$ cat src/ccs_pkg.sv
// ccs_pkg: constants, types and register map of the cpu clock source control
// assumes a 250 MHz system clock and a 32-bit classic wishbone register port
package ccs_pkg;
   // -------------------------------------------------------------------------
   // register map (byte addresses, one aligned word each)
   // -------------------------------------------------------------------------
   localparam logic [7:0] ADR_PROC = 8'h00; // processor_clock_control_reg
   localparam logic [7:0] ADR_MODE = 8'h04; // main_clock_mode_reg
   localparam logic [7:0] ADR_OSC = 8'h08; // oscillator_mode_reg
   localparam logic [7:0] ADR_IOSC = 8'h0C; // internal_osc_mode_reg
   localparam logic [7:0] ADR_MAIN = 8'h10; // main_osc_control_reg
   // -------------------------------------------------------------------------
   // field positions
   // -------------------------------------------------------------------------
   localparam int B_CPU_SEL = 4; // cpu_source_select
   localparam int B_SUB_ST = 5; // cpu_sub_clock_status (read only)
   localparam int B_SRC_SEL = 2; // main_clock_source_select
   localparam int B_MAIN_ST = 1; // main_clock_status (read only)
   localparam int B_MODE_BIT = 0; // main_clock_mode_bit
   localparam int B_EXT_MAIN = 7; // external_main_input_select
   localparam int B_MAIN_OSC = 6; // main_osc_select
   localparam int B_EXT_SUB = 5; // subsystem_external_input_select
   localparam int B_SUB_SEL = 4; // subsystem_osc_select
   localparam int B_GAIN = 0; // amplifier_gain_select
   localparam int B_LSSTOP = 1; // low_speed_osc_stop
   localparam int B_MAIN_STOP = 7; // main_osc_stop
   // -------------------------------------------------------------------------
   // reset values
   // -------------------------------------------------------------------------
   localparam logic [7:0] RST_PROC = 8'h00;
   localparam logic [7:0] RST_MODE = 8'h00;
   localparam logic [7:0] RST_OSC = 8'h00;
   localparam logic [7:0] RST_IOSC = 8'h00;
   localparam logic [7:0] RST_MAIN = 8'h80; // main oscillator stopped
   // -------------------------------------------------------------------------
   // timing
   // -------------------------------------------------------------------------
   localparam int CLK_PS = 4000; // 250 MHz period in ps
   localparam int RSTPROC_US = 11; // least reset processing time in us
   localparam int RSTPROC_CYC = (RSTPROC_US * 1000 * 1000 + CLK_PS - 1) / CLK_PS;
   localparam int SWITCH_NS = 40; // clock switch settling time
   localparam int SWITCH_CYC = (SWITCH_NS * 1000 + CLK_PS - 1) / CLK_PS;
   // -------------------------------------------------------------------------
   // types
   // -------------------------------------------------------------------------
   // clock source codes; the low-speed oscillator has no code on purpose
   typedef enum logic [1:0] {
      SRC_IHS = 2'h0,
      SRC_X1 = 2'h1,
      SRC_EXT = 2'h3,
      SRC_SUB = 2'h2
   } ccs_src_e;
   // power-up sequence, gray along wait -> processing -> run
   typedef enum logic [1:0] {
      PU_WAIT = 2'h0,
      PU_PROC = 2'h1,
      PU_RUN = 2'h3
   } ccs_pu_e;
   // oscillator enables driven to the analog side
   typedef struct packed {
      logic ihs_en;   // internal high-speed oscillator
      logic x1_en;    // main crystal amplifier
      logic ext_en;   // external main clock input
      logic amp_hi;   // crystal gain for 10 MHz or more
      logic xt1_en;   // subsystem crystal amplifier
      logic exts_en;  // external subsystem clock input
      logic ls_en;    // internal low-speed oscillator
   } ccs_osc_s;
endpackage

$ cat src/ccs_clock_ctrl.sv
// ccs_clock_ctrl: register file and selection logic steering cpu and peripheral
// clock sources; assumes glitch-free muxes outside follow the source codes
//
// Functional notes
// - two flags report the active cpu source
// - clearing subsystem select stops subsystem clock
// - stop mode leaves subsystem oscillator running
// - low-speed clock never feeds the cpu
// - low-speed oscillator runs after reset release
// - stop bit halts, clearing restarts low-speed
// - option strap can lock low-speed oscillator on
// - source select zero gives internal peripheral clock
// - source select one: crystal or external peripherals
// - mode bit picks main clock for cpu
// - select and mode bits at documented positions
// - cpu starts on internal high-speed oscillator
// - dual-threshold option adds reset processing interval
// - oscillator mode register bit layout
// - main stop bit seven, zero runs
//
// The Wishbone interface to the registers and the address map were decided locally.
`timescale 1ns/1ps
module ccs_clock_ctrl #(
   parameter int RSTPROC_CYCLES = ccs_pkg::RSTPROC_CYC, // reset processing time
   parameter int SWITCH_CYCLES = ccs_pkg::SWITCH_CYC    // source switch settling
) (
   input wire logic clk_i,                  // 250 MHz system clock
   input wire logic rst_i,                  // synchronous, active high
   // classic wishbone slave
   input wire logic wb_cyc_i,
   input wire logic wb_stb_i,
   input wire logic wb_we_i,
   input wire logic [7:0] wb_adr_i,
   input wire logic [3:0] wb_sel_i,
   input wire logic [31:0] wb_dat_i,
   output logic [31:0] wb_dat_o,
   output logic wb_ack_o,
   // device pins and straps
   input wire logic ls_stoppable_opt_i,    // option: low-speed may be stopped
   input wire logic dual_threshold_por_option_i, // option: dual-threshold clear
   input wire logic vdd_above_upper_i,     // supply above upper threshold
   input wire logic stop_mode_i,           // stop standby state, same clock
   // clock steering
   output ccs_pkg::ccs_src_e cpu_clk_src_o, // active cpu clock source
   output ccs_pkg::ccs_src_e per_clk_src_o, // peripheral clock source
   output ccs_pkg::ccs_osc_s osc_en_o,     // oscillator enables
   output logic cpu_run_o                  // cpu released from reset state
);
   // -------------------------------------------------------------------------
   // elaboration checks
   // -------------------------------------------------------------------------
   if (RSTPROC_CYCLES < 1 || RSTPROC_CYCLES > 65535) begin : g_chk_rp
      $error("RSTPROC_CYCLES out of range");
   end
   if (SWITCH_CYCLES < 1 || SWITCH_CYCLES > 255) begin : g_chk_sw
      $error("SWITCH_CYCLES out of range");
   end

   // -------------------------------------------------------------------------
   // pin synchronisers
   // -------------------------------------------------------------------------
   // three asynchronous levels, two flops each; stage one feeds stage two only
   logic [2:0] pin_meta_ff;
   logic [2:0] pin_sync_ff;
   always_ff @(posedge clk_i) begin
      if (rst_i) begin
         pin_meta_ff <= 3'h0;
         pin_sync_ff <= 3'h0;
      end else begin
         pin_meta_ff <= {vdd_above_upper_i, dual_threshold_por_option_i, ls_stoppable_opt_i};
         pin_sync_ff <= pin_meta_ff;
      end
   end
   wire logic ls_stoppable = pin_sync_ff[0];
   wire logic dual_opt = pin_sync_ff[1];
   wire logic vdd_hi = pin_sync_ff[2];

   // -------------------------------------------------------------------------
   // control registers
   // -------------------------------------------------------------------------
   logic [7:0] proc_ff;  // processor_clock_control_reg
   logic [7:0] mode_ff;  // main_clock_mode_reg
   logic [7:0] osc_ff;   // oscillator_mode_reg
   logic [7:0] iosc_ff;  // internal_osc_mode_reg
   logic [7:0] mainc_ff; // main_osc_control_reg
   logic wb_req;       // fresh request, not yet answered
   logic wr_en;        // write strobe for the low byte lane
   assign wb_req = wb_cyc_i & wb_stb_i & ~wb_ack_o;
   // a write lands at the edge where the master sees ack, not before
   assign wr_en = wb_cyc_i & wb_stb_i & wb_ack_o & wb_we_i & wb_sel_i[0];

   // writable bit masks; status bits are dropped on write
   localparam logic [7:0] MSK_PROC = 8'h01 << ccs_pkg::B_CPU_SEL;
   localparam logic [7:0] MSK_MODE = (8'h01 << ccs_pkg::B_SRC_SEL) | (8'h01 << ccs_pkg::B_MODE_BIT);
   localparam logic [7:0] MSK_OSC = 8'hF1;
   localparam logic [7:0] MSK_IOSC = 8'h01 << ccs_pkg::B_LSSTOP;
   localparam logic [7:0] MSK_MAIN = 8'h01 << ccs_pkg::B_MAIN_STOP;

   // register writes; reset values leave the cpu on internal oscillator
   always_ff @(posedge clk_i) begin
      if (rst_i) begin
         proc_ff <= ccs_pkg::RST_PROC;
         mode_ff <= ccs_pkg::RST_MODE;
         osc_ff <= ccs_pkg::RST_OSC;
         iosc_ff <= ccs_pkg::RST_IOSC;
         mainc_ff <= ccs_pkg::RST_MAIN;
      end else if (wr_en) begin
         case (wb_adr_i)
            ccs_pkg::ADR_PROC: begin
               proc_ff <= wb_dat_i[7:0] & MSK_PROC;
            end
            ccs_pkg::ADR_MODE: begin
               mode_ff <= wb_dat_i[7:0] & MSK_MODE;
            end
            ccs_pkg::ADR_OSC: begin
               osc_ff <= wb_dat_i[7:0] & MSK_OSC;
            end
            ccs_pkg::ADR_IOSC: begin
               iosc_ff <= wb_dat_i[7:0] & MSK_IOSC;
            end
            ccs_pkg::ADR_MAIN: begin
               mainc_ff <= wb_dat_i[7:0] & MSK_MAIN;
            end
            default: begin
               // unmapped: write ignored, still acknowledged
            end
         endcase
      end
   end

   // -------------------------------------------------------------------------
   // power-up sequence
   // -------------------------------------------------------------------------
   ccs_pkg::ccs_pu_e pu_ff;
   ccs_pkg::ccs_pu_e nxt_pu;
   logic [15:0] rp_cnt_ff; // reset processing counter
   localparam logic [15:0] RP_LAST = 16'(RSTPROC_CYCLES - 1);
   logic [1:0] fill_ff; // synchroniser holds real strap values

   // straps read zero until the synchroniser has filled; without this
   // a dual-threshold strap would be missed and the interval skipped
   always_ff @(posedge clk_i) begin
      if (rst_i) begin
         fill_ff <= 2'h0;
      end else begin
         fill_ff <= {fill_ff[0], 1'b1};
      end
   end

   // without the dual option the cpu runs right away; with it, it waits
   // for the supply and then the processing interval
   always_comb begin
      nxt_pu = pu_ff;
      case (pu_ff)
         ccs_pkg::PU_WAIT: begin
            if (!fill_ff[1]) begin
               nxt_pu = ccs_pkg::PU_WAIT;
            end else if (!dual_opt) begin
               nxt_pu = ccs_pkg::PU_RUN;
            end else if (vdd_hi) begin
               nxt_pu = ccs_pkg::PU_PROC;
            end
         end
         ccs_pkg::PU_PROC: begin
            if (rp_cnt_ff == RP_LAST) begin
               nxt_pu = ccs_pkg::PU_RUN;
            end
         end
         ccs_pkg::PU_RUN: begin
            nxt_pu = ccs_pkg::PU_RUN;
         end
         default: begin
            nxt_pu = ccs_pkg::PU_WAIT;
         end
      endcase
   end

   // state register
   always_ff @(posedge clk_i) begin
      if (rst_i) begin
         pu_ff <= ccs_pkg::PU_WAIT;
      end else begin
         pu_ff <= nxt_pu;
      end
   end

   // interval counter, cleared outside the processing state
   always_ff @(posedge clk_i) begin
      if (rst_i || pu_ff != ccs_pkg::PU_PROC) begin
         rp_cnt_ff <= 16'h0000;
      end else begin
         rp_cnt_ff <= rp_cnt_ff + 16'h0001;
      end
   end

   // cpu release flag
   always_ff @(posedge clk_i) begin
      if (rst_i) begin
         cpu_run_o <= 1'b0;
      end else begin
         cpu_run_o <= (nxt_pu == ccs_pkg::PU_RUN);
      end
   end

   // -------------------------------------------------------------------------
   // source selection
   // -------------------------------------------------------------------------
   logic cpu_sel, src_sel, mode_bit, ext_main;
   ccs_pkg::ccs_src_e main_src; // x1 or external main clock
   ccs_pkg::ccs_src_e req_cpu;  // cpu source the registers ask for
   ccs_pkg::ccs_src_e req_per;  // peripheral source the registers ask for
   assign cpu_sel = proc_ff[ccs_pkg::B_CPU_SEL];
   assign src_sel = mode_ff[ccs_pkg::B_SRC_SEL];
   assign mode_bit = mode_ff[ccs_pkg::B_MODE_BIT];
   assign ext_main = osc_ff[ccs_pkg::B_EXT_MAIN];

   // low-speed clock has no code here, so it can never reach the cpu
   always_comb begin
      main_src = ext_main ? ccs_pkg::SRC_EXT : ccs_pkg::SRC_X1;
      req_per = src_sel ? main_src : ccs_pkg::SRC_IHS;
      if (cpu_sel) begin
         req_cpu = ccs_pkg::SRC_SUB;
      end else if (src_sel && mode_bit) begin
         req_cpu = main_src;
      end else begin
         req_cpu = ccs_pkg::SRC_IHS;
      end
   end

   // -------------------------------------------------------------------------
   // switch completion
   // -------------------------------------------------------------------------
   // a change of the requested source waits the settling time before the
   // output and the status flags move; a new request mid-switch keeps the count, which clears when request matches output and at each commit
   logic [7:0] sw_cnt_ff;
   localparam logic [7:0] SW_LAST = 8'(SWITCH_CYCLES - 1);
   always_ff @(posedge clk_i) begin
      if (rst_i || req_cpu == cpu_clk_src_o) begin
         sw_cnt_ff <= 8'h00;
      end else if (sw_cnt_ff != SW_LAST) begin
         sw_cnt_ff <= sw_cnt_ff + 8'h01;
      end else begin
         sw_cnt_ff <= 8'h00;
      end
   end

   // cpu source commit; status flags derive from this flop
   always_ff @(posedge clk_i) begin
      if (rst_i) begin
         cpu_clk_src_o <= ccs_pkg::SRC_IHS;
      end else if (req_cpu != cpu_clk_src_o && sw_cnt_ff == SW_LAST) begin
         cpu_clk_src_o <= req_cpu;
      end
   end

   // peripheral source follows the registers directly
   always_ff @(posedge clk_i) begin
      if (rst_i) begin
         per_clk_src_o <= ccs_pkg::SRC_IHS;
      end else begin
         per_clk_src_o <= req_per;
      end
   end

   // -------------------------------------------------------------------------
   // oscillator enables
   // -------------------------------------------------------------------------
   always_ff @(posedge clk_i) begin
      if (rst_i) begin
         osc_en_o <= '0;
         osc_en_o.ihs_en <= 1'b1;
         osc_en_o.ls_en <= 1'b1;
      end else begin
         osc_en_o.ihs_en <= ~stop_mode_i;
         // main side runs only with stop bit zero
         osc_en_o.x1_en <= osc_ff[ccs_pkg::B_MAIN_OSC] & ~ext_main & ~mainc_ff[ccs_pkg::B_MAIN_STOP];
         osc_en_o.ext_en <= osc_ff[ccs_pkg::B_MAIN_OSC] & ext_main & ~mainc_ff[ccs_pkg::B_MAIN_STOP];
         osc_en_o.amp_hi <= osc_ff[ccs_pkg::B_GAIN];
         // subsystem side ignores stop mode: the select bit gates both, the external-input bit picks one
         osc_en_o.xt1_en <= osc_ff[ccs_pkg::B_SUB_SEL] & ~osc_ff[ccs_pkg::B_EXT_SUB];
         osc_en_o.exts_en <= osc_ff[ccs_pkg::B_SUB_SEL] & osc_ff[ccs_pkg::B_EXT_SUB];
         // stop bit honoured only when the option allows it
         osc_en_o.ls_en <= ~(iosc_ff[ccs_pkg::B_LSSTOP] & ls_stoppable);
      end
   end

   // -------------------------------------------------------------------------
   // wishbone answer
   // -------------------------------------------------------------------------
   logic sub_st, main_st; // status flags from the committed source
   logic [7:0] rd_byte;
   assign sub_st = (cpu_clk_src_o == ccs_pkg::SRC_SUB);
   assign main_st = (cpu_clk_src_o == ccs_pkg::SRC_X1) || (cpu_clk_src_o == ccs_pkg::SRC_EXT);

   // read mux; unmapped addresses read zero
   always_comb begin
      case (wb_adr_i)
         ccs_pkg::ADR_PROC: begin
            rd_byte = proc_ff | (8'(sub_st) << ccs_pkg::B_SUB_ST);
         end
         ccs_pkg::ADR_MODE: begin
            rd_byte = mode_ff | (8'(main_st) << ccs_pkg::B_MAIN_ST);
         end
         ccs_pkg::ADR_OSC: begin
            rd_byte = osc_ff;
         end
         ccs_pkg::ADR_IOSC: begin
            rd_byte = iosc_ff;
         end
         ccs_pkg::ADR_MAIN: begin
            rd_byte = mainc_ff;
         end
         default: begin
            rd_byte = 8'h00;
         end
      endcase
   end

   // one-cycle ack, data registered with it
   always_ff @(posedge clk_i) begin
      if (rst_i) begin
         wb_ack_o <= 1'b0;
         wb_dat_o <= 32'h0000_0000;
      end else begin
         wb_ack_o <= wb_req;
         if (wb_req) begin
            wb_dat_o <= {24'h00_0000, rd_byte};
         end
      end
   end
endmodule

$ cat config.mk
export PLATFORM = sky130hd
export DESIGN_NAME = ccs_clock_ctrl
export DESIGN_NICKNAME = d
export VERILOG_FILES = /design/src/ccs_pkg.sv /design/src/ccs_clock_ctrl.sv
export SDC_FILE = /design/constraint.sdc
export NUM_CORES = 1
export LEC_CHECK = 0
export BUFFER_PORTS_ARGS = -buffer_cell sky130_fd_sc_hd__buf_2
export CAP_MARGIN = 20
export CORE_ASPECT_RATIO = 1.1
export CORE_MARGIN = 8
export CORE_UTILIZATION = 53
export DETAILED_ROUTE_END_ITERATION = 8
export GPL_ROUTABILITY_DRIVEN = 0
export PLACE_DENSITY = 0.92
export SYNTH_ARGS = -nofsm -noshare
export SYNTH_HDL_FRONTEND = slang
export SYNTH_SLANG_ARGS = --single-unit
$ cat constraint.sdc
create_clock -name clk_i -period 2.9 [get_ports clk_i]
set_input_delay 0.29 -clock clk_i [delete_from_list [all_inputs] [get_ports clk_i]]
set_output_delay 0.29 -clock clk_i [all_outputs]
set_load 0.005 [all_outputs]
After elaboration in Yosys (flattened, before gate mapping)
Cells that the tools add are included.
Storage, ports and cells
  register bits: 65
  latch bits: 0
  memory bits (writable): 0
  bits in read-only memories: 0
  input port bits: 53
  output and inout port bits: 45
  word-level logic and storage cells: 88
  memories kept: 0
Operators by class
  add/subtract/negate cells: 2
  $mul: 0
  div/mod/pow operators: 0
  order comparisons: 0
  equality and inequality tests: 16
  shift-type cells: 0
  muxes and demuxes: 10
  bitwise operators: 22
  reductions and logical operators: 14
Operator list (number)
  one-hot mux 8 bit (5 select lines): 1
  == test 8 x 4 -> 1 bit (second input constant): 3
  adder 16 x 1 -> 16 bit (second input constant): 1
  == test 16 x 12 -> 1 bit (second input constant): 1
  2-to-1 mux 2 bit: 7
  AND 1 bit: 12
  AND reduction 2 bit: 5
  adder 8 x 1 -> 8 bit (second input constant): 1
  == test 2 bit (second input constant): 4
  == test 8 x 3 -> 1 bit (second input constant): 1
  == test 8 x 5 -> 1 bit (second input constant): 1
  logical NOT 8 bit: 1
  inequality test 8 x 4 -> 1 bit (second input constant): 1
  inverter 1 bit: 8
  bitwise OR 5 x 6 -> 6 bit: 1
  one-hot mux 2 bit (3 select lines): 1
  == test 2 x 1 -> 1 bit (second input constant): 2
  OR reduction 2 bit: 2
  logical OR 1 bit: 3
  bitwise OR 3 x 2 -> 3 bit: 1
  == test 2 bit: 1
  logical AND 1 bit: 2
  logical NOT 2 bit: 1
  inequality test 2 x 1 -> 1 bit (second input constant): 1
  other kinds (2): 2

Depth between registers and ports, before layout
Gate-level depths: netlist of run 1.
  word-level depth: 6
  gate-level depth with buffers: 6
  mapped depth without buffers: 6

Worst setup path after synthesis of run 1
No wires, ideal clock.
  kind: flip-flop to flip-flop
  from: reg sw_cnt_ff[0]
  to: reg sw_cnt_ff[2]
  setup time: 121 ps
  arrival: 1367 ps
  data required time: 2779 ps
  slack: 1412 ps
  stages on the path, launching flop included: 6
  path buffers: 0
  clock period less this slack: 1488 ps
  cells stage by stage: dfxtp_1 > ha_1 > nand4bb_1 > nor4_1 > a2111o_1 > nor2_1
Between the ends
  longest elaborated chain between the ends: 3
  elaborated cells between the ends (all ways): 4
  classes of those cells: add/sub: 1; eq/ne: 1; bitwise: 1; reduce/logical: 1
RTL lines
  start: declaration: RTL line ccs_clock_ctrl.sv:235  | logic [7:0] sw_cnt_ff;
  start signal: assignment: RTL line ccs_clock_ctrl.sv:241  | sw_cnt_ff <= sw_cnt_ff + 8'h01;
  parallel branches: the longest is 3 deep, another holds adder 8 x 1 -> 8 bit
Parallel ways; which one is timed is not known.
A chain may end at the register's enable or synchronous reset.

Worst setup path after layout of run 1
  from: reg sw_cnt_ff[0]
  to: reg sw_cnt_ff[3]
The elaborated chain is that of the path after synthesis.

==> impl_metrics.ini, run 1 <==
[global_routing]
gr-max-usage-layer = met2
grt_max_degree = 31
grt_overflow = 0
grt_pass1_vias = 2254
met1_usage = 0.171
grt_pass1_wl_um = 10100
use_met2 = 0.277
antenna_found_initial = 0
met3_usage = 0.0446
grt_usage = 0.158

[yosys]
syn_avg_cell_area_um2 = 9.16
synth_warnings = 0
synthFlopType = dfxtp_1
syn-instance-count = 302
yosys.cell_types.count = 46
synth_area_um2 = 2770
synthArstFlopShare = 0
synth_edf_count = 0
ys_ff_latch = 64
yosysSeqAreaShare = 0.463

[floorplanning]
die_area_um2 = 7790
initial_utilization = 0.550
die_w_um = 84.9
die_y_um = 91.8
core_um2 = 5030
io_pins = 98
num_rows = 27

[worst_setup_path]
cp-startpoint = sw_cnt_ff[0]$_SDFF_PP0_
crit_path_end_kind = flip-flop
crit_arrival_ps = 1970
worstPathRequired_ps = 3120
worstPathCellList = ha_1, nand4bb_1, nor4_1, a2111o_1, nor2_1
r2r_setup_slack_ps = 1150
crit_end = sw_cnt_ff[3]$_SDFF_PP0_
rr_worst_depth = 5
r2r-end = sw_cnt_ff[3]$_SDFF_PP0_
critPathBufInv = 0
crit_type = reg2reg
startpoint_type = flip-flop
path_max_fanout = 8
crit_path_top_delay_cell = nor4_1
crit_family = simple AND/OR/NAND/NOR gates
slowest_delay_ps = 510
crit_cells = 5
rr_startpoint = sw_cnt_ff[0]$_SDFF_PP0_

[clocking]
post_cts_buffers = 0
clk_pin_slew_worst_paths_ps = 70
clk_latency_ps = 340
cts_resized = 0
cts.sinks = 64
cts_tree = done
postCtsHoldBufs = 0
cts_root_buffer = clkbuf_8
cts.path.max_buffers = 2
numCtsBuffers = 9
cts_max_level = 3

[sta]
maxSlewViolCount = 0
rsz0062_at_grt = no
tns_ps = 0
slew_headroom = 0.561
hold_viol_final = 0
setup_viol = 0
period_share = 0.604
fin_skew_ps = 8.86
fmax_mhz = 571
layout_setup_ws_ps = 1150
tightestPinTransition_ps = 653
fin_crit_ps = 1750

[place]
hpwl_um = 4190
dp_slack_ps = 1140
portBuffers = 44
dp_cells = 396

[layout]
antenna_cells = 0
final_util = 0.619
final_cell_mix = 64 x dfxtp_1, 44 x buf_2, 34 x nor2_1
nets = 406
syn2layout_area_growth_pct = 12.7
drive_above_1_share = 0.195
final_common_cell = dfxtp_1
final_cells = 412
fill_cells = 402

[pwr]
pwr-share-comb = 0.044
swShare = 0.233
seq_power_share = 0.513
power_leakage_nw = 1.25
ir_drop_mv = 0.361
p_sw_uw = 408
intPower_mw = 1.34
p_per_area_nw_per_um2 = 561
pwr-share-clk = 0.443

[route]
postRouteAntennaNets = 0
firstDrtPassIters = 4
avgViaCountPerCell = 5.47
num_vias = 2254
drt_iter0_drc = 183
detail_route.wl_per_cell_um = 14.5
wl_um = 5960
drc = 0

[min_path]
hold_path.class = in2reg

[run]
maxCapViolations = 0

[outcome]
status = complete, no violations
==> sequential cells by signal (all words and copies together), names as in the netlist <==
signal	cells
cpu_clk_src_o	2
iosc_ff	1
wb_dat_o	7
pin_sync_ff	3
osc_ff	5
fill_ff	2
mode_ff	2
rp_cnt_ff	16
sw_cnt_ff	8
proc_ff	1
per_clk_src_o	2
wb_ack_o	1
pu_ff	2
osc_en_o	7
pin_meta_ff	3
cpu_run_o	1
mainc_ff	1
==> cell families after synthesis <==
family,share of synthesized area
xor+xnor,0.0633
fa+ha+maj,0.0181
compound gates,0.0805
mux,0.0109
flops,0.463
simple gates,0.264
other cells,0.00136
buf+inv,0.0990
==> power by group through the flow <==
stage / registers [mW] / clock network [mW] / logic [mW]
floorplan: 0.918 / 0 / 0.0642
global placement: 0.918 / 0 / 0.0725
detailed placement: 0.919 / 0 / 0.0748
CTS: 0.899 / 0.787 / 0.0749
global route: 0.900 / 0.828 / 0.0854
finish: 0.899 / 0.775 / 0.0766
==> worst min path at each step <==
stage                                   start                      to  cells after the start
floorplan                         stop_mode_i  osc_en_o[6]$_SDFF_PP1_                      1
global placement    pin_sync_ff[0]$_SDFF_PP0_  osc_en_o[0]$_SDFF_PP1_                      1
CTS                               stop_mode_i  osc_en_o[6]$_SDFF_PP1_                      2
detailed placement  pin_sync_ff[0]$_SDFF_PP0_  osc_en_o[0]$_SDFF_PP1_                      1
finish                            stop_mode_i  osc_en_o[6]$_SDFF_PP1_                      2
global route                      stop_mode_i  osc_en_o[6]$_SDFF_PP1_                      2
==> synth_stat cells, drive strengths merged (2+ instances only) <==
| cell type | instances | area share |
|---|---|---|
| a2111o | 2 | 0.0081 |
| a21oi | 16 | 0.029 |
| a31oi | 5 | 0.011 |
| and2 | 2 | 0.0045 |
| and3 | 7 | 0.017 |
| and4b | 2 | 0.0077 |
| buf | 28 | 0.078 |
| clkbuf | 5 | 0.010 |
| dfxtp | 64 | 0.46 |
| ha | 4 | 0.018 |
| inv | 8 | 0.011 |
| mux2i | 3 | 0.011 |
| nand2 | 22 | 0.030 |
| nand3 | 24 | 0.043 |
| nand4 | 6 | 0.016 |
| nand4b | 2 | 0.0063 |
| nor2 | 34 | 0.046 |
| nor2b | 11 | 0.025 |
| nor3 | 5 | 0.0090 |
| nor4 | 7 | 0.027 |
| nor4b | 3 | 0.0095 |
| o21ai | 7 | 0.013 |
| xnor2 | 11 | 0.035 |
| xor2 | 9 | 0.028 |
==> worst register-to-register path: stages (launching register included) <==
cell	delay, ps
dfxtp_1	420
ha_1	180
nand4bb_1	90
nor4_1	510
a2111o_1	360
nor2_1	80
==> stage by stage <==
stage                     cell area, um^2  power (mW)  hold slack [ps]
after floorplan                      2860       0.982              360
after global placement               2910       0.991              387
after detailed placement             2910       0.994              394
after CTS                            3120        1.76              105
after global routing                 3120        1.81              117
final                                3120        1.75              120
==> layout make-up <==
class | count | area, um^2 | area share
well taps | 58 | 72.6 | 0.0233
multi-input cells | 221 | 1300 | 0.417
clock buffers | 10 | 138 | 0.0441
inverters | 8 | 30.0 | 0.00963
repair buffers | 45 | 228 | 0.0730
flip-flops and latches | 64 | 1280 | 0.411
clock inverters | 6 | 67.6 | 0.0217
==> layer usage <==
metal / vias up / share of wire
met5: - / 0
met2: 86 / 0.51
met1: 1065 / 0.42
met4: 0 / 0.015
met3: 13 / 0.057
li1: 1090 / -
Note: power is estimated with default switching activity, not from simulation.
==> run 2, diff against run 1 <==
Settings changed: CORE_UTILIZATION 53 to 45, PLACE_DENSITY 0.92 to 0.84.
Clock period 2.9 ns to 1.4 ns, I/O delays scaled along.
==> impl_metrics.ini, run 2 (same netlist as run 1, synthesis figures left out) <==
[outcome]
status = complete, no violations

[clocking]
cts.path.max_buffers = 2
cts_root_buffer = clkbuf_8
clk_latency_ps = 340
cts.sinks = 64
numCtsBuffers = 9
cts_tree = done
clk_pin_slew_worst_paths_ps = 70
cts_max_level = 3

[layout]
final_util = 0.583
register_area_um2 = 1290
antenna_cells = 0
fill_cells = 499
largest_reg_flops = 16
largest_register = rp_cnt_ff
syn2layout_area_growth_pct = 27.4
nets = 443
multi_input_area_um2 = 1400
final_common_cell = dfxtp_1
final_cell_mix = 56 x dfxtp_1, 44 x buf_2, 36 x buf_4
drive_above_1_share = 0.322
largestRegisters = rp_cnt_ff: 16 flops, sw_cnt_ff: 8 flops

[place]
hpwl_um = 4860
portBuffers = 44

[sta]
period_share = 0.998
setup_viol = 0
maxSlewViolCount = 0
hold_ws_ps = 14.9
rsz0062_at_grt = yes
hold_viol_final = 0
fin_skew_ps = 11.3
fin_crit_ps = 1400
fmax_mhz = 716

[global_routing]
grt_pass1_wl_um = 11100
antenna_found_initial = 0
grt_usage = 0.152
grt_max_degree = 20
grt_pass1_vias = 2403
grt_overflow = 0

[route]
firstDrtPassIters = 4
num_vias = 2369
wl_um = 6640
postRouteAntennaNets = 0
drt_iter0_drc = 92
detail_route.wl_per_cell_um = 14.1
avgViaCountPerCell = 5.03
drc = 0

[worst_setup_path]
r2r_setup_slack_ps = 3
crit_arrival_ps = 1670
path_max_fanout = 8
rr_startpoint = sw_cnt_ff[1]$_SDFF_PP0_
crit_type = reg2reg
crit_end = sw_cnt_ff[1]$_SDFF_PP0_
cp-startpoint = sw_cnt_ff[1]$_SDFF_PP0_
worstPathRequired_ps = 1670
startpoint_type = flip-flop
crit_path_end_kind = flip-flop
r2r-end = sw_cnt_ff[1]$_SDFF_PP0_
rr_worst_depth = 6

[floorplanning]
num_rows = 30
core_um2 = 6040
initial_utilization = 0.458
die_w_um = 90.8
die_area_um2 = 8920
io_pins = 98
die_y_um = 98.2

[pwr]
power_leakage_nw = 1.46
p_per_area_nw_per_um2 = 1020
ir_drop_mv = 0.626
finalPower_mw = 3.59

[run]
maxCapViolations = 0

[min_path]
hold_path.class = in2reg
==> run 2: cell count changes in the layout (fill, tap and decap cells not counted), sizes merged <==
cell / previous run / this run
buf: 45 / 80
clkbuf: 10 / 9
clkinvlp: 2 / 3
dlygate4sd3: 0 / 2
==> run 2: final cells by class <==
type	instances	share of cell area
multi-input combinational	221	0.396
sequential	64	0.366
timing repair buffer	82	0.145
clock buffer	9	0.0352
tap	80	0.0284
clock inverter	7	0.0202
inverter	8	0.00852
==> run 2: worst max-delay path, cell delays in order, from the launching register on <==
cell and delay [ps]:
dfxtp_2 340, inv_2 40, ha_4 140, nand4bb_1 120
nor4_2 60, a2111o_1 480, nor2_1 150
==> run 2: repair_timing <==
action / CTS / global route
hold buffers: 2 / 0
pin swaps: 6 / 8
setup endpoints to repair: 10 / 18
gates resized for setup: 14 / 10
endpoints found under the hold margin: 2 / 0
buffers inserted: 0 / 1
==> run 2: power by group <==
part / internal [mW] / leakage (nW) / total [mW] / switching [mW]
combinational: 0.0722 / 0.841 / 0.179 / 0.107
sequential: 1.85 / 0.523 / 1.86 / 0.0137
clock: 0.820 / 0.0916 / 1.55 / 0.733
==> run 2: worst min-delay path by stage <==
stage                                      startpoint                        end  slack (ps)  cells after the start
after global placement                    stop_mode_i     osc_en_o[6]$_SDFF_PP1_         310                      2
after global routing                vdd_above_upper_i  pin_meta_ff[2]$_SDFF_PP0_           5                      2
final                     dual_threshold_por_option_i  pin_meta_ff[1]$_SDFF_PP0_          10                      2
after detailed placement                  stop_mode_i     osc_en_o[6]$_SDFF_PP1_         310                      2
after floorplan                           stop_mode_i     osc_en_o[6]$_SDFF_PP1_         210                      1
after CTS                 dual_threshold_por_option_i  pin_meta_ff[1]$_SDFF_PP0_           3                      2
==> run 2: routing by layer <==
layer / global-route usage / wire length, um / up-vias
met1: 0.160 / 2630 / 1138
met3: 0.0384 / 351 / 7
met5: 0 / 0 / -
li1: - / - / 1161
met2: 0.277 / 3570 / 63
met4: 0.0692 / 89 / 0
==> run 2: through the flow <==
step / TNS, ps / instances / setup slack (ps) / instance area [um^2]
after global placement: -64.7 / 453 / -12.6 / 3210
final: 0 / 471 / 3.20 / 3520
after floorplan: 0 / 326 / 17.2 / 2860
after CTS: -6.03 / 470 / -4.67 / 3480
after global routing: -544 / 471 / -62.3 / 3520
after detailed placement: -385 / 453 / -58.0 / 3210
